`config.mk`:
```
export PLATFORM = sky130hd
export DESIGN_NAME = usf_top
export DESIGN_NICKNAME = d
export VERILOG_FILES = /design/src/rtl/usf_pkg.sv /design/src/rtl/usf_fifo.sv /design/src/rtl/usf_top.sv
export VERILOG_INCLUDE_DIRS = /design/src /design/src/rtl
export SDC_FILE = /design/constraint.sdc
export NUM_CORES = 1
export LEC_CHECK = 0
export ABC_AREA = 1
export BUFFER_PORTS_ARGS = -buffer_cell sky130_fd_sc_hd__buf_2
export CORE_ASPECT_RATIO = 1.1
export CORE_MARGIN = 4
export CORE_UTILIZATION = 67
export CTS_CLUSTER_DIAMETER = 30
export CTS_CLUSTER_SIZE = 25
export DETAILED_ROUTE_END_ITERATION = 16
export PLACE_DENSITY = 0.95
export SLEW_MARGIN = 10
export SYNTH_ARGS = -nofsm -noshare
export SYNTH_HDL_FRONTEND = slang
export SYNTH_SLANG_ARGS = --single-unit
```
`constraint.sdc`:
```
create_clock -name clk_sys -period 3.85 [get_ports clk_sys]
set_input_delay 0.77 -clock clk_sys [delete_from_list [all_inputs] [get_ports clk_sys]]
set_output_delay 0.77 -clock clk_sys [all_outputs]
set_load 0.03 [all_outputs]
```
`src/rtl/usf_params.svh`:
```
`ifndef USF_PARAMS_SVH
`define USF_PARAMS_SVH

// register indices on the plain register port
`define USF_ADDR_MODE 4'h0
`define USF_ADDR_STATUS 4'h1
`define USF_ADDR_TXDATA 4'h2
`define USF_ADDR_RXDATA 4'h3
`define USF_ADDR_DIVISOR 4'h4

// reset values and writable masks
`define USF_MODE_RESET 16'h0000
`define USF_STATUS_RESET 16'h0000
`define USF_DIVISOR_RESET 16'h0000
`define USF_MODE_WMASK 16'hbbff
`define USF_STATUS_WMASK 16'hece0

// serial_mode_config fields
`define USF_M_ENABLE 15
`define USF_M_INFRARED 12
`define USF_M_PINS_HI 9
`define USF_M_PINS_LO 8
`define USF_M_LOOPBACK 6
`define USF_M_AUTOBAUD 5
`define USF_M_RXINV 4
`define USF_M_HISPEED 3
`define USF_M_PD_HI 2
`define USF_M_PD_LO 1
`define USF_M_TWOSTOP 0

// serial_status_control fields
`define USF_S_TXI_HI 15
`define USF_S_TXINV 14
`define USF_S_TXI_LO 13
`define USF_S_BREAK 11
`define USF_S_TXEN 10
`define USF_S_RXI_HI 7
`define USF_S_RXI_LO 6
`define USF_S_ADDRDET 5
`define USF_S_OVERRUN 1

// format and mode encodings
`define USF_PD_NINE 2'b11
`define USF_PD_ODD 2'b10
`define USF_PD_EVEN 2'b01
`define USF_PD_PLAIN 2'b00
`define USF_TXI_EMPTY 2'b10
`define USF_TXI_DONE 2'b01
`define USF_TXI_EACH 2'b00
`define USF_RXI_FULL 2'b11
`define USF_RXI_3Q 2'b10

// counts
`define USF_OS_HIGH 5'd4
`define USF_OS_STD 5'd16
`define USF_BREAK_ZEROS 12
`define USF_BREAK_LEN 4'd14
`define USF_FIFO_DEPTH 4
`define USF_RX_THR_FULL 4
`define USF_RX_THR_3Q 3
`define USF_IR_PULSE 5'd3
`define USF_IR_HOLD 4'hf
`define USF_SYNC_FALLS 3'd5
`define USF_SYNC_SHIFT_HIGH 5
`define USF_SYNC_SHIFT_STD 7

`endif

```
`src/rtl/usf_pkg.sv`:
```
package usf_pkg;
	typedef enum logic [1:0] {
		TX_IDLE = 2'b01,
		TX_SHIFT = 2'b10
	} usf_tx_state_t;
	typedef enum logic [2:0] {
		RX_IDLE = 3'b001,
		RX_START = 3'b010,
		RX_DATA = 3'b100
	} usf_rx_state_t;
endpackage

```
`src/rtl/usf_fifo.sv`:
```
module usf_fifo #(
	parameter int WIDTH = 11,
	parameter int DEPTH = 4
) (
	// clock and reset
	input wire logic clk_sys,
	input wire logic sys_rst,
	input wire logic flush,
	// fill side
	input wire logic in_valid,
	output logic in_ready,
	input wire logic [WIDTH-1:0] in_data,
	// drain side
	output logic out_valid,
	input wire logic out_ready,
	output logic [WIDTH-1:0] out_data,
	output logic [$clog2(DEPTH):0] count
);
	localparam int AW = $clog2(DEPTH);
	localparam int CW = AW + 1;

	logic [WIDTH-1:0] mem_q [DEPTH];
	logic [AW-1:0] wr_q;
	logic [AW-1:0] rd_q;
	logic [CW-1:0] cnt_q;

	function automatic logic [AW-1:0] next_ptr(input logic [AW-1:0] p);
		// wraps at any depth, not only powers of two
		return (p == AW'(DEPTH - 1)) ? '0 : p + AW'(1);
	endfunction

	wire do_push = in_valid && in_ready;
	wire do_pop = out_valid && out_ready;

	assign in_ready = (cnt_q != CW'(DEPTH));
	assign out_valid = (cnt_q != '0);
	assign out_data = mem_q[rd_q];
	assign count = cnt_q;

	always_ff @(posedge clk_sys)
	begin
		if (sys_rst || flush)
		begin
			wr_q <= '0;
			rd_q <= '0;
			cnt_q <= '0;
		end
		else
		begin
			if (do_push)
				wr_q <= next_ptr(wr_q);
			if (do_pop)
				rd_q <= next_ptr(rd_q);
			cnt_q <= cnt_q + CW'(do_push) - CW'(do_pop);
		end
	end

	always_ff @(posedge clk_sys)
	begin
		if (do_push)
			mem_q[wr_q] <= in_data;
	end
endmodule

```
`src/rtl/usf_top.sv`:
```
`include "usf_params.svh"

// Behaviour
// RULE1: receive inversion picks idle receive level
// RULE2: high speed gives 4x, else 16x
// RULE3: two-bit field selects data width, parity
// RULE4: stop select gives two or one stops
// RULE5: infrared codec only in 16x mode
// RULE6: transmit interrupt on empty, done, each
// RULE7: transmit inversion flips plain or infrared idle
// RULE8: break sends start, twelve zeros, stop
// RULE9: transmit disable aborts, flushes, releases pin
// RULE10: buffer full flag when no room
// RULE11: transmitter empty when shifter and buffer empty
// RULE12: receive interrupt at four, three, any
// RULE13: address detect keeps ninth-bit-set characters only
// RULE14: receiver idle flag, high at reset
// RULE15: parity error of head character
// RULE16: framing error of head character
// RULE17: overrun set on overflow, clearing flushes receiver
// RULE18: data available while receive buffer nonempty
// RULE19: both directions use four-deep queues
// RULE20: auto-baud measures 55h sync, then clears
// RULE21: module disable releases pins, idles logic
// RULE22: loopback feeds transmit line into receiver
// RULE23: start on leaving idle, centre sampling
// RULE24: missing stop bit flags framing error
module usf_top #(
	parameter int FIFO_DEPTH = `USF_FIFO_DEPTH
) (
	// clock and reset
	input wire logic clk_sys,
	input wire logic sys_rst,
	// register port
	input wire logic [3:0] reg_addr,
	input wire logic [15:0] reg_wdata,
	input wire logic reg_we,
	input wire logic reg_re,
	output logic [15:0] reg_rdata,
	// serial pins
	input wire logic rx_pin_i,
	output logic tx_pin_o,
	output logic tx_pin_oe,
	output logic rx_pin_owned,
	output logic [1:0] pin_enable_field,
	// events
	output logic tx_irq,
	output logic rx_irq
);
	localparam int CW = $clog2(FIFO_DEPTH) + 1;

	logic [15:0] serial_mode_config_q, serial_mode_config_d;
	logic [15:0] serial_status_control_q, serial_status_control_d;
	logic [15:0] divisor_q, divisor_d;
	logic [15:0] bcnt_q;
	logic [15:0] rd_word;
	logic [15:0] rdata_q;
	usf_pkg::usf_tx_state_t tx_st_q, tx_st_d;
	usf_pkg::usf_rx_state_t rx_st_q, rx_st_d;
	logic [4:0] tx_os_q, rx_os_q;
	logic [3:0] tx_bit_q, tx_len_q, rx_bit_q, ir_hold_q;
	logic [14:0] tx_sh_q;
	logic [8:0] rx_sh_q;
	logic tx_brk_q, tx_pin_q, tx_oe_q, tx_irq_q, rx_irq_q, rx_prev_q, overrun_q;
	logic [2:0] ab_falls_q;
	logic [23:0] ab_cnt_q;
	logic tx_fifo_valid, tx_in_ready, rx_fifo_valid, rx_in_ready;
	logic [8:0] tx_head;
	logic [10:0] rx_head;
	logic [CW-1:0] tx_count, rx_count;

	function automatic logic calc_parity(input logic [7:0] d, input logic odd);
		return odd ? ~^d : ^d;
	endfunction

	// bit 0 leaves first; unused top bits stay at stop level
	function automatic logic [14:0] build_frame(input logic [8:0] d, input logic [1:0] pd,
		input logic brk);
		logic [14:0] f;
		f = 15'h7ffe;
		if (brk)
			f = {2'b11, {`USF_BREAK_ZEROS{1'b0}}, 1'b0};
		else if (pd == `USF_PD_NINE)
			f[9:1] = d;
		else
		begin
			f[8:1] = d[7:0];
			if (pd != `USF_PD_PLAIN)
				f[9] = calc_parity(d[7:0], pd == `USF_PD_ODD);
		end
		return f;
	endfunction

	function automatic logic [3:0] frame_len(input logic [1:0] pd, input logic two, input logic brk);
		logic [3:0] body;
		body = (pd == `USF_PD_PLAIN) ? 4'd9 : 4'd10;
		return brk ? `USF_BREAK_LEN : body + (two ? 4'd2 : 4'd1);
	endfunction

	// configuration fields
	wire module_enable = serial_mode_config_q[`USF_M_ENABLE];
	wire infrared_codec_enable = serial_mode_config_q[`USF_M_INFRARED];
	wire loopback_select = serial_mode_config_q[`USF_M_LOOPBACK];
	wire auto_baud_enable = serial_mode_config_q[`USF_M_AUTOBAUD];
	wire rx_polarity_invert = serial_mode_config_q[`USF_M_RXINV];
	wire high_speed_select = serial_mode_config_q[`USF_M_HISPEED];
	wire [1:0] parity_data_select = serial_mode_config_q[`USF_M_PD_HI:`USF_M_PD_LO];
	wire stop_bit_select = serial_mode_config_q[`USF_M_TWOSTOP];
	wire [1:0] tx_interrupt_mode = {serial_status_control_q[`USF_S_TXI_HI],
		serial_status_control_q[`USF_S_TXI_LO]};
	wire tx_polarity_invert = serial_status_control_q[`USF_S_TXINV];
	wire break_request = serial_status_control_q[`USF_S_BREAK];
	wire transmit_enable = serial_status_control_q[`USF_S_TXEN];
	wire [1:0] rx_interrupt_mode = serial_status_control_q[`USF_S_RXI_HI:`USF_S_RXI_LO];
	wire address_detect_enable = serial_status_control_q[`USF_S_ADDRDET];
	wire nine_bit = (parity_data_select == `USF_PD_NINE);

	// register decode
	wire wr_mode = reg_we && (reg_addr == `USF_ADDR_MODE);
	wire wr_status = reg_we && (reg_addr == `USF_ADDR_STATUS);
	wire wr_tx = reg_we && (reg_addr == `USF_ADDR_TXDATA);
	wire wr_div = reg_we && (reg_addr == `USF_ADDR_DIVISOR);
	wire rd_rx = reg_re && (reg_addr == `USF_ADDR_RXDATA);

	// baud generator: one tick per divisor+1 clocks
	wire baud_tick = module_enable && (bcnt_q == divisor_q);
	wire [4:0] os_last = (high_speed_select ? `USF_OS_HIGH : `USF_OS_STD) - 5'd1; // [RULE2]
	wire ir_on = infrared_codec_enable && !high_speed_select; // [RULE5]

	always_ff @(posedge clk_sys)
	begin
		if (sys_rst || !module_enable || baud_tick)
			bcnt_q <= 16'h0000;
		else
			bcnt_q <= bcnt_q + 16'h0001;
	end

	// transmitter
	wire tx_go = module_enable && transmit_enable; // [RULE9] [RULE21]
	wire tx_idle = (tx_st_q == usf_pkg::TX_IDLE);
	wire tx_start_brk = tx_go && tx_idle && break_request; // [RULE8]
	wire tx_pop = tx_go && tx_idle && !break_request && tx_fifo_valid;
	wire tx_os_end = (tx_st_q == usf_pkg::TX_SHIFT) && baud_tick && (tx_os_q == os_last);
	wire tx_done = tx_os_end && (tx_bit_q == tx_len_q - 4'd1);
	wire tx_line = tx_idle ? 1'b1 : tx_sh_q[0];
	wire tx_buffer_full = !tx_in_ready; // [RULE10]
	wire transmitter_empty = !tx_fifo_valid && tx_idle; // [RULE11]
	wire brk_clr = tx_done && tx_brk_q; // [RULE8]
	// infrared pulse covers the first 3/16 of every zero bit
	wire ir_pulse_tx = !tx_line && (tx_os_q < `USF_IR_PULSE);
	wire tx_pin_d = (ir_on ? ir_pulse_tx : tx_line) ^ tx_polarity_invert; // [RULE7]
	wire tx_irq_d = (tx_pop && (tx_interrupt_mode == `USF_TXI_EACH)) // [RULE6]
		|| (tx_pop && (tx_interrupt_mode == `USF_TXI_EMPTY) && (tx_count == CW'(1)))
		|| (tx_done && (tx_interrupt_mode == `USF_TXI_DONE) && !tx_fifo_valid);

	usf_fifo #(
		.WIDTH(9),
		.DEPTH(FIFO_DEPTH)
	) u_tx_fifo ( // [RULE19]
		.clk_sys(clk_sys),
		.sys_rst(sys_rst),
		.flush(!tx_go), // [RULE9]
		.in_valid(wr_tx && tx_go),
		.in_ready(tx_in_ready),
		.in_data(reg_wdata[8:0]),
		.out_valid(tx_fifo_valid),
		.out_ready(tx_pop),
		.out_data(tx_head),
		.count(tx_count)
	);

	always_comb
	begin
		tx_st_d = tx_st_q;
		case (tx_st_q)
			usf_pkg::TX_IDLE:
				if (tx_start_brk || tx_pop)
					tx_st_d = usf_pkg::TX_SHIFT;
			usf_pkg::TX_SHIFT:
				if (tx_done)
					tx_st_d = usf_pkg::TX_IDLE;
			default:
				tx_st_d = usf_pkg::TX_IDLE;
		endcase
		if (!tx_go)
			tx_st_d = usf_pkg::TX_IDLE; // [RULE9]
	end

	always_ff @(posedge clk_sys)
	begin
		if (sys_rst || !tx_go || tx_start_brk || tx_pop || tx_os_end)
			tx_os_q <= 5'd0;
		else if ((tx_st_q == usf_pkg::TX_SHIFT) && baud_tick)
			tx_os_q <= tx_os_q + 5'd1;
	end

	always_ff @(posedge clk_sys)
	begin
		if (sys_rst || !tx_go)
		begin
			tx_bit_q <= 4'd0;
			tx_sh_q <= 15'h7fff;
			tx_len_q <= 4'd0;
			tx_brk_q <= 1'b0;
		end
		else if (tx_start_brk || tx_pop)
		begin
			tx_bit_q <= 4'd0;
			tx_sh_q <= build_frame(tx_head, parity_data_select, tx_start_brk); // [RULE3]
			tx_len_q <= frame_len(parity_data_select, stop_bit_select, tx_start_brk); // [RULE4]
			tx_brk_q <= tx_start_brk;
		end
		else if (tx_os_end)
		begin
			tx_bit_q <= tx_bit_q + 4'd1;
			tx_sh_q <= {1'b1, tx_sh_q[14:1]};
		end
	end

	always_ff @(posedge clk_sys)
	begin
		tx_st_q <= sys_rst ? usf_pkg::TX_IDLE : tx_st_d;
		tx_pin_q <= sys_rst ? 1'b1 : tx_pin_d;
		tx_oe_q <= sys_rst ? 1'b0 : tx_go;
		tx_irq_q <= sys_rst ? 1'b0 : tx_irq_d;
	end

	// receiver input: infrared pulses are stretched to a full bit
	wire rx_pin_lvl = rx_pin_i ^ rx_polarity_invert; // [RULE1]
	wire ir_seen = (rx_pin_i != rx_polarity_invert);
	wire ir_dec = !ir_seen && (ir_hold_q == 4'h0);
	wire rx_n = loopback_select ? tx_line : (ir_on ? ir_dec : rx_pin_lvl); // [RULE22]

	always_ff @(posedge clk_sys)
	begin
		if (sys_rst || !ir_on)
			ir_hold_q <= 4'h0;
		else if (ir_seen)
			ir_hold_q <= `USF_IR_HOLD;
		else if (baud_tick && (ir_hold_q != 4'h0))
			ir_hold_q <= ir_hold_q - 4'h1;
	end

	// receiver framing
	wire rx_on = module_enable && !auto_baud_enable;
	wire [3:0] rx_len = (parity_data_select == `USF_PD_PLAIN) ? 4'd9 : 4'd10; // [RULE3]
	wire rx_mid = baud_tick && (rx_os_q == {1'b0, os_last[4:1]});
	wire rx_samp = (rx_st_q == usf_pkg::RX_DATA) && baud_tick && (rx_os_q == os_last); // [RULE23]
	wire rx_done = rx_samp && (rx_bit_q == rx_len - 4'd1);
	wire [8:0] rx_word = nine_bit ? rx_sh_q : {1'b0, rx_sh_q[7:0]};
	wire rx_has_par = (parity_data_select == `USF_PD_ODD) || (parity_data_select == `USF_PD_EVEN);
	wire rx_parity_error = rx_has_par
		&& (rx_sh_q[8] != calc_parity(rx_sh_q[7:0], parity_data_select == `USF_PD_ODD));
	wire rx_framing_error = !rx_n; // [RULE24]
	wire rx_accept = !(address_detect_enable && nine_bit && !rx_sh_q[8]); // [RULE13]
	wire rx_push = rx_done && rx_accept;
	wire overrun_set = rx_push && !rx_in_ready; // [RULE17]
	// clear only on a 1 -> 0 write; a new overflow in the same cycle wins
	wire overrun_clr = wr_status && !reg_wdata[`USF_S_OVERRUN] && overrun_q && !overrun_set;
	wire rx_flush = overrun_clr || !module_enable; // [RULE17]
	wire [CW-1:0] rx_count_next = rx_count + CW'(1);
	wire rx_irq_d = rx_push && rx_in_ready && ( // [RULE12]
		!rx_interrupt_mode[1]
		|| ((rx_interrupt_mode == `USF_RXI_FULL) && (rx_count_next == CW'(`USF_RX_THR_FULL)))
		|| ((rx_interrupt_mode == `USF_RXI_3Q) && (rx_count_next == CW'(`USF_RX_THR_3Q))));
	wire receiver_idle = (rx_st_q == usf_pkg::RX_IDLE); // [RULE14]

	usf_fifo #(
		.WIDTH(11),
		.DEPTH(FIFO_DEPTH)
	) u_rx_fifo ( // [RULE19]
		.clk_sys(clk_sys),
		.sys_rst(sys_rst),
		.flush(rx_flush),
		.in_valid(rx_push),
		.in_ready(rx_in_ready),
		.in_data({rx_parity_error, rx_framing_error, rx_word}),
		.out_valid(rx_fifo_valid),
		.out_ready(rd_rx),
		.out_data(rx_head),
		.count(rx_count)
	);

	always_comb
	begin
		rx_st_d = rx_st_q;
		case (rx_st_q)
			// edge, not level: a low line left by a bad stop bit is no new start
			usf_pkg::RX_IDLE:
				if (rx_prev_q && !rx_n)
					rx_st_d = usf_pkg::RX_START; // [RULE23]
			usf_pkg::RX_START:
				if (rx_mid)
					rx_st_d = rx_n ? usf_pkg::RX_IDLE : usf_pkg::RX_DATA;
			usf_pkg::RX_DATA:
				if (rx_done)
					rx_st_d = usf_pkg::RX_IDLE;
			default:
				rx_st_d = usf_pkg::RX_IDLE;
		endcase
		if (!rx_on || rx_flush)
			rx_st_d = usf_pkg::RX_IDLE; // [RULE21]
	end

	always_ff @(posedge clk_sys)
	begin
		if (sys_rst)
			rx_st_q <= usf_pkg::RX_IDLE;
		else
			rx_st_q <= rx_st_d;
		if (sys_rst || receiver_idle || (rx_st_d != rx_st_q) || rx_samp)
			rx_os_q <= 5'd0;
		else if (baud_tick)
			rx_os_q <= rx_os_q + 5'd1;
		if (sys_rst || (rx_st_q != usf_pkg::RX_DATA))
			rx_bit_q <= 4'd0;
		else if (rx_samp)
			rx_bit_q <= rx_bit_q + 4'd1;
		if (rx_samp && (rx_bit_q < 4'd9))
			rx_sh_q[rx_bit_q] <= rx_n;
		rx_prev_q <= sys_rst ? 1'b1 : rx_n;
		overrun_q <= sys_rst ? 1'b0 : (overrun_set || (overrun_q && !overrun_clr));
		rx_irq_q <= sys_rst ? 1'b0 : rx_irq_d;
	end

	// auto-baud: five falling edges of a 55h sync span eight bit times
	wire ab_fall = module_enable && auto_baud_enable && rx_prev_q && !rx_n;
	wire ab_done = ab_fall && (ab_falls_q == `USF_SYNC_FALLS - 3'd1); // [RULE20]
	wire [23:0] ab_span = ab_cnt_q + 24'h000001;
	wire [15:0] ab_quot = high_speed_select ? 16'(ab_span >> `USF_SYNC_SHIFT_HIGH)
		: 16'(ab_span >> `USF_SYNC_SHIFT_STD);
	wire [15:0] ab_div = (ab_quot == 16'h0000) ? 16'h0000 : ab_quot - 16'h0001;

	always_ff @(posedge clk_sys)
	begin
		if (sys_rst || !auto_baud_enable || !module_enable || ab_done)
			ab_falls_q <= 3'd0;
		else if (ab_fall)
			ab_falls_q <= ab_falls_q + 3'd1;
		if (sys_rst || (ab_falls_q == 3'd0))
			ab_cnt_q <= 24'h000000;
		else
			ab_cnt_q <= ab_cnt_q + 24'h000001;
	end

	// register file
	always_comb
	begin
		serial_mode_config_d = serial_mode_config_q;
		if (wr_mode)
			serial_mode_config_d = reg_wdata & `USF_MODE_WMASK;
		else if (ab_done)
			serial_mode_config_d[`USF_M_AUTOBAUD] = 1'b0; // [RULE20]
		serial_status_control_d = serial_status_control_q;
		if (wr_status)
			serial_status_control_d = reg_wdata & `USF_STATUS_WMASK;
		else if (brk_clr)
			serial_status_control_d[`USF_S_BREAK] = 1'b0; // [RULE8]
		divisor_d = divisor_q;
		if (wr_div)
			divisor_d = reg_wdata;
		else if (ab_done)
			divisor_d = ab_div; // [RULE20]
	end

	// status bits: 9 full, 8 empty, 4 idle, 3 parity, 2 framing, 1 overrun, 0 available
	// error bits only describe a character that is really at the head
	wire head_parity_error = rx_fifo_valid && rx_head[10];
	wire head_framing_error = rx_fifo_valid && rx_head[9];
	wire [15:0] status_word = serial_status_control_q | {6'b000000, tx_buffer_full,
		transmitter_empty, 3'b000, receiver_idle, head_parity_error, head_framing_error, overrun_q,
		rx_fifo_valid}; // [RULE15] [RULE16] [RULE18]

	always_comb
	begin
		if (reg_addr == `USF_ADDR_MODE)
			rd_word = serial_mode_config_q;
		else if (reg_addr == `USF_ADDR_STATUS)
			rd_word = status_word;
		else if (reg_addr == `USF_ADDR_RXDATA)
			rd_word = {7'b0000000, rx_head[8:0]};
		else if (reg_addr == `USF_ADDR_DIVISOR)
			rd_word = divisor_q;
		else
			rd_word = 16'h0000;
	end

	always_ff @(posedge clk_sys)
	begin
		serial_mode_config_q <= sys_rst ? `USF_MODE_RESET : serial_mode_config_d;
		serial_status_control_q <= sys_rst ? `USF_STATUS_RESET : serial_status_control_d;
		divisor_q <= sys_rst ? `USF_DIVISOR_RESET : divisor_d;
		rdata_q <= (sys_rst || !reg_re) ? 16'h0000 : rd_word;
	end

	assign reg_rdata = rdata_q;
	assign tx_pin_o = tx_pin_q;
	assign tx_pin_oe = tx_oe_q;
	assign rx_pin_owned = module_enable; // [RULE21]
	assign pin_enable_field = serial_mode_config_q[`USF_M_PINS_HI:`USF_M_PINS_LO];
	assign tx_irq = tx_irq_q;
	assign rx_irq = rx_irq_q;
endmodule

```
==> reports/metrics.cfg, run 1 <==
[route]
vias = 11700
ant_nets = 0
via_per_inst = 6.07
wire_per_inst_um = 18.7
drt-initial-drc-count = 1423
drtPass1Iterations = 8
wirelength_um = 35900
drc = 0

[worst_setup_path]
cp_cell_sequence = nand2_1 -> nor3_1 -> inv_1 -> nor2_1 -> nand2_1 -> inv_1 -> ha_1 -> inv_1 -> ha_1 -> inv_1 -> fa_1 -> inv_1 -> o21ai_0 -> a21oi_1
critPathBufInv = 5
cp.arrival_ns = 3.72
crit_top_cell = inv_1
critPathLaunchType = register
cpPeakStageDelay_ns = 0.62
worstSetupPathType = reg2reg
slowest_stage = dfxtp_1
cp_max_fo = 11
critical_path.top_delay_family = adder cells
end_kind = register
cp.required_ns = 4.31

[logic_synthesis]
async_reset_ff_share_pct = 0
syn-num-nets = 1641
synth_cell_types = 58
avgSynthCellArea_um2 = 7.95
synth_area_um2 = 12600
synthCells = 1579
yosys_warnings = 0
synth-main-ff-cell = dfxtp_1
synth-edff-count = 89
yosysSeqAreaShare_pct = 47.6
synth_seq_cells = 254

[floorplan]
coreArea_um2 = 18400
fp.dieW_um = 138
die-area_um2 = 21000
start_util_pct = 68.2
dieHeight_um = 152
ios = 48
rows = 52

[power_and_ir_drop]
power_w = 0.00665
power.internal_w = 0.00512
p_seq_share_pct = 42.0
comb_power_share_pct = 2.9
clkPwrFrac_pct = 55.2
vdd_drop_max_mv = 0.362
power_leakage_nw = 5.72
p_per_area_nw_per_um2 = 460
p_sw_w = 0.00153
swShare_pct = 23.0

[timing]
finalSetupTns_ns = 0
grt_setup_unrepaired = false
setup_viol_count_final = 0
maxSlewViolCount = 0
finalClockSkew_ns = 0.0181
worst_pin_slew_ns = 0.885
fmax_mhz = 306
finalCritPeriodShare_pct = 84.9
relSlewSlack_pct = 40.8
hold_viol_final = 0
setup_slack_ns = 0.581
finalCriticalPeriod_ns = 3.27

[cts]
insertion_delay_ns = 0.53
htreeDepth = 2
cts_setup_buffers = 0
cts_root_buf = clkbuf_16
cts.clk_slew.worst_paths_ns = 0.05
cts.repair.resized = 0
numClockSinks = 254
cts_tree = yes
cts_buffers = 41
holdBufCountCts = 0
clockBufferDepth = 3

[cells_and_area]
fin_nets = 1710
fill_cells = 1149
drive_above_1_share_pct = 12.7
final_cells = 1924
finish.instance_area_um2 = 14400
diodes = 0
area_growth_pct = 15.1

[global_route]
busiest_layer = met2
grt-ovfl-total = 0
grt_start_max_net_pins = 30
grt_pass1_vias = 11300
grt_pass1_wl_um = 56700
antenna_found_initial = 0
grt_use_met2_pct = 57.7
use_met1_pct = 38.1
gr-usage-all-layers_pct = 33.5
use_met3_pct = 6.78

[placed_design]
dp.cells = 1848
placed_cell_area_um2 = 13000
gp_congestion = 0.941
post-place-ws_ns = 0.862
hpwl_um = 24000
numPortBuffers = 47

[status]
status = completed

[job]
drv_cap = 0

[min_path]
hp-class = reg2reg

registers in the layout, indices dropped and copies added (netlist names), 4 cells and up, named ones only:
register and flops:
rx_bit_q 4, tx_len_q 4, serial_mode_config_q 14, serial_status_control_q 8, tx_os_q 5, reg_rdata 16, tx_sh_q 13, u_tx_fifo.mem_q 36
rx_os_q 5, divisor_q 16, ir_hold_q 4, u_rx_fifo.mem_q 44, bcnt_q 16, rx_sh_q 9, tx_bit_q 4, ab_cnt_q 23
path summary, 6_finish.rpt:
| check | from | end | slack (ns) | cells past startpoint |
|---|---|---|---|---|
| worst min-delay path | tx_sh_q[5] | tx_sh_q[5] | 0.46 | 2 |
| worst max register to register | serial_mode_config_q[15] | u_tx_fifo.count[2] | 0.58 | 14 |
| worst min register to register | tx_sh_q[5] | tx_sh_q[5] | 0.46 | 2 |
| worst max-delay path | serial_mode_config_q[15] | u_tx_fifo.count[2] | 0.58 | 14 |
Yosys cell counts (all sizes together), types with 10 or more instances:
| cell | count | area [um^2] |
|---|---|---|
| a21oi | 96 | 488 |
| buf | 10 | 65.1 |
| clkbuf | 26 | 97.6 |
| dfxtp | 165 | 3300 |
| edfxtp | 89 | 2670 |
| ha | 35 | 438 |
| inv | 202 | 758 |
| nand2 | 370 | 1440 |
| nand3 | 115 | 638 |
| nand4 | 20 | 153 |
| nor2 | 202 | 858 |
| nor3 | 28 | 150 |
| o21ai | 81 | 409 |
| o22ai | 17 | 106 |
| xnor2 | 17 | 156 |
| xor2 | 25 | 219 |
tightest hold or removal path: stages (launching register included):
cell     delay, ns
dfxtp_1       0.29
inv_1         0.06
a21oi_1       0.06
power groups by stage:
stage	sequential [W]	combinational, W	clock (W)
finish	0.00279	0.000192	0.00367
global route	0.00279	0.000204	0.00378
CTS	0.00279	0.000184	0.00366
detailed placement	0.00284	0.000180	0
global placement	0.00284	0.000174	0
floorplan	0.00284	0.000109	0
logic make-up (layout without fill, tap and decap cells):
logic type,after synthesis,in the layout,synth area share (%)
adders and majority gates,37,37,3.81
AOI/OAI and AO/OA,239,239,10.7
xor gates and xnor gates,42,42,2.99
and+or+nand+nor,764,764,27.4
DFF,254,254,47.6
buffers and inverters,243,345,7.49
layer usage:
| layer | share of wire [%] | vias to the layer above | routed length (um) |
|---|---|---|---|
| met4 | 7.4 | 0 | 2670 |
| met2 | 48 | 732 | 17100 |
| met5 | 0 | - | 0 |
| met1 | 36 | 5393 | 13000 |
| li1 | - | 5329 | - |
| met3 | 9.0 | 216 | 3240 |
placed cells by master (no fill, tap or decap), types with 4 or more instances in the layout:
| cell type | n |
|---|---|
| xnor2_1 | 16 |
| xor2_1 | 25 |
| ha_1 | 35 |
| o22ai_1 | 17 |
| dfxtp_1 | 165 |
| clkbuf_1 | 6 |
| inv_1 | 190 |
| inv_2 | 12 |
| nand3_2 | 10 |
| nand2_2 | 19 |
| nand3b_1 | 4 |
| o21a_1 | 6 |
| nor3b_1 | 6 |
| o21ai_1 | 5 |
| o21ai_0 | 75 |
| a221oi_1 | 5 |
| o21bai_1 | 4 |
| nor2_4 | 9 |
| buf_2 | 47 |
| clkbuf_16 | 45 |
| nand2_1 | 351 |
| a22oi_1 | 7 |
| inv_6 | 4 |
| edfxtp_1 | 89 |
| or2_2 | 7 |
| a31oi_1 | 9 |
| nand4_1 | 17 |
| clkbuf_8 | 6 |
| inv_8 | 4 |
| nor2_1 | 180 |
| clkinv_4 | 5 |
| a21oi_1 | 94 |
| nor2_2 | 13 |
| nor3_1 | 26 |
| nand3_1 | 104 |
| buf_4 | 15 |
| clkinv_1 | 5 |
area by class of cell:
type	count	area [um^2]	share of cell area, %
flip-flops and latches	254	5980	41.4
multi-input cells	1082	5640	39.0
clock buffers	57	1230	8.53
inverters	207	777	5.38
repair buffers	62	348	2.41
well taps	243	304	2.11
clock inverters	19	170	1.18
metrics by stage:
step | hold WS [ns] | util (%)
floorplan | 0.424 | -
global placement | 0.437 | 70.8
detailed placement | 0.449 | 70.8
CTS | 0.456 | 78.4
global route | 0.474 | 78.4
finish | 0.458 | 78.4
(Power assumes the default switching activity.)
==> run 2, diff against run 1 <==
ABC_AREA = 0   (was 1)
CORE_UTILIZATION = 56   (was 67)
PLACE_DENSITY = 0.88   (was 0.95)
clock period = 3 ns   (was 3.85 ns; I/O delays follow)
==> run 2 against run 1 <==
Compared with the run above:
- the run now ends with negative setup slack left
- combinational power grew 15%
- clock power grew 37%
- final cell count decreased by 14%
- hold slack lost 0.10 ns
- setup slack worse by 0.60 ns
- wire length down 5.1%
- via count is 13% lower
- fmax increased by 8.4%
- global-route usage fell by 6.7 points
- sequential power increased by 28%
- largest power group unchanged
==> reports/metrics.cfg, run 2 <==
[logic_synthesis]
synth_seq_cells = 254  ; unchanged
yosys_warnings = 0  ; unchanged
yosys.area.top_type_share_pct = 27.7  ; +1.4 points
synth-main-ff-cell = dfxtp_1
async_reset_ff_share_pct = 0  ; unchanged
synth_area_um2 = 11900  ; -5.0%
synth_area_leaders = dfxtp_1 28%, edfxtp_1 22%, xnor2_1 5.1%
synth.most_common_cell = dfxtp_1
synth-edff-count = 89  ; unchanged
synthCells = 1183  ; -25%
syn-num-nets = 1245  ; -24%
yosysSeqAreaShare_pct = 50.1  ; +2.5 points
synth_top_area_cell = dfxtp_1
synth_common_cells = 165 x dfxtp_1, 142 x nand2_1, 124 x nor2_1
avgSynthCellArea_um2 = 10.1  ; +27%
synth_cell_types = 79  ; +36%

[floorplan]
coreArea_um2 = 20800  ; +13%
die-area_um2 = 23700  ; +13%
ios = 48  ; unchanged
start_util_pct = 57.4  ; -11 points
dieHeight_um = 161  ; +6.3%
fp.dieW_um = 147  ; +6.2%
rows = 55  ; +5.8%

[cts]
cts_buffers = 44  ; +7.3%
numClockSinks = 254  ; unchanged
clockBufferDepth = 3  ; unchanged
insertion_delay_ns = 0.53  ; about the same
htreeDepth = 2  ; unchanged
holdBufCountCts = 0  ; unchanged
cts.clk_slew.worst_paths_ns = 0.06  ; about the same
cts_tree = yes
cts_root_buf = clkbuf_16

[worst_setup_path]
cp.required_ns = 3.41  ; -0.90 ns
cp.arrival_ns = 3.43  ; -0.29 ns
cp_cell_sequence = or3b_2 -> a2111oi_4 -> and3_4 -> nand2_2 -> a31oi_2 -> nor2b_4 -> ha_1 -> inv_1 -> fa_1 -> xor2_1 -> xnor2_1 -> nor2_1
worstSetupPathType = reg2reg
critical_path.top_delay_family = simple AND/OR/NAND/NOR gates
cp_max_fo = 3  ; -8
critPathLaunchType = register
slowest_stage = or3b_2
critPathBufInv = 1  ; -4
cpPeakStageDelay_ns = 0.49  ; -0.13 ns
end_kind = register

[route]
via_per_inst = 6.14  ; +1.2%
wire_per_inst_um = 20.6  ; +11%
vias = 10100  ; -13%
drtPass1Iterations = 8  ; unchanged
wirelength_um = 34100  ; -5.1%
drt-initial-drc-count = 1222  ; -14%
drc = 0  ; unchanged
ant_nets = 0  ; unchanged

[status]
status = finished, violations left
violations = negative setup slack

[placed_design]
post-place-ws_ns = 0.0225  ; -0.839 ns
numPortBuffers = 47  ; unchanged
gp_congestion = 0.976  ; +3.7%
dp.cells = 1555  ; -16%
hpwl_um = 21600  ; -10%

[timing]
grt_setup_unrepaired = true
finalCriticalPeriod_ns = 3.02  ; -0.252 ns
worst_pin_slew_ns = 0.657  ; -0.228 ns
finalCritPeriodShare_pct = 101  ; +16 points
timing.hold.ws_ns = 0.353  ; -0.104 ns
hold_viol_final = 0  ; unchanged
setup_viol_count_final = 2  ; +2
finalClockSkew_ns = 0.0184  ; +0.000365 ns
setup_slack_ns = -0.0171  ; -0.598 ns
maxSlewViolCount = 0  ; unchanged
fmax_mhz = 331  ; +8.4%
relSlewSlack_pct = 55.8  ; +15 points

[cells_and_area]
post-route-util_pct = 72.7  ; -5.8 points
fin_nets = 1394  ; -18%
layout_common_cells = 150 x dfxtp_1, 140 x nand2_1, 122 x nor2_1
largestRegisters = u_rx_fifo.mem_q: 44 flops, u_tx_fifo.mem_q: 36 flops, ab_cnt_q: 23 flops
regMostFlops = u_rx_fifo.mem_q
drive_above_1_share_pct = 24.0  ; +11 points
layout_commonest_cell = dfxtp_1
area_growth_pct = 26.7
largest_reg_flops = 44  ; unchanged
fill_cells = 1285  ; +12%
final_cells = 1652  ; -14%

[global_route]
grt_pass1_wl_um = 50900  ; -10%
grt_start_max_net_pins = 46  ; +53%
antenna_found_initial = 4  ; +4
grt_pass1_vias = 9795  ; -13%
grt-ovfl-total = 0  ; unchanged
gr-usage-all-layers_pct = 26.8  ; -6.7 points

[power_and_ir_drop]
power_leakage_nw = 5.45  ; -4.7%
p_per_area_nw_per_um2 = 584  ; +27%
vdd_drop_max_mv = 0.397  ; +9.8%

[min_path]
hp-class = in2reg

[job]
drv_cap = 0  ; unchanged

==> run 2: cell count changes after synthesis, sizes merged, moves of 16 or more <==
cell / delta
xnor2: +52
nand3: -66
mux4: +20
nor2: -78
o21ai: -26
and2: +20
nand2: -227
inv: -165
o22ai: -16
a21oi: -37
==> run 2: final timing paths <==
check        slack (ns)                       to  depth (start not counted)               startpoint
max               -0.02       u_rx_fifo.count[2]                         12  serial_mode_config_q[3]
min                0.35  serial_mode_config_q[9]                          3             reg_wdata[9]
max reg2reg       -0.02       u_rx_fifo.count[2]                         12  serial_mode_config_q[3]
min reg2reg        0.46  serial_mode_config_q[7]                          2  serial_mode_config_q[7]
==> run 2: per-stage QoR <==
| stage | area, um^2 | setup TNS [ns] | total power [W] |
|---|---|---|---|
| floorplan | 11900 | 0 | 0.00375 |
| global placement | 13000 | 0 | 0.00384 |
| detailed placement | 13000 | 0 | 0.00384 |
| CTS | 14600 | 0 | 0.00884 |
| global route | 15100 | -1.24 | 0.00902 |
| finish | 15100 | -0.0217 | 0.00882 |
==> run 2: repair_timing <==
action                                  in CTS  in global routing
gates cloned                                 0                  2
gates resized for setup                      7                 79
pin swaps                                    1                 29
endpoints found under the hold margin        0                  0
endpoints found under the setup margin       3                 17
buffers inserted                             0                 14
==> run 2: layout make-up <==
type                       count  area [um^2]  share of cell area [%]
timing repair buffer         154         1150                    7.64
antenna                        2         5.00                  0.0331
clock buffer                  52         1180                    7.83
sequential                   254         6010                    39.8
tap                          285          357                    2.36
multi-input combinational    840         5930                    39.3
inverter                      38          143                   0.945
clock inverter                27          324                    2.15
==> run 2: routing by layer <==
| layer | vias up | wire, um | GRT usage (%) |
|---|---|---|---|
| li1 | 4531 | - | - |
| met1 | 4798 | 12400 | 32.5 |
| met2 | 623 | 16400 | 44.2 |
| met3 | 184 | 3070 | 6.43 |
| met4 | 6 | 2160 | 15.0 |
| met5 | - | 38 | 0 |
==> run 2: where the power goes <==
part,total [W],switching [W],internal (W)
sequential,0.00357,0.00000861,0.00356
clock,0.00503,0.00175,0.00328
combinational,0.000221,0.000144,0.0000769
total,0.00882,0.00191,0.00692
==> run 2: kinds of logic (layout without fill, tap and decap cells) <==
kind of cell,after synthesis,in the layout,share of synthesized area (%)
AOI/OAI and AO/OA,187,187,10.2
xor gates and xnor gates,103,103,7.57
adders and majority gates,37,37,4.01
buffers and inverters,90,271,3.02
DFF,254,254,50.1
muxes,38,38,5.32
other,0,2,0
and+or+nand+nor,474,475,19.8
==> run 2: worst min-delay path: cells and delay by family <==
family / cells / cell delay (ns)
AO/OA/AOI/OAI: 1 / 0.05
buffers and inverters: 1 / 0.12
AND/OR/NAND/NOR: 1 / 0.05
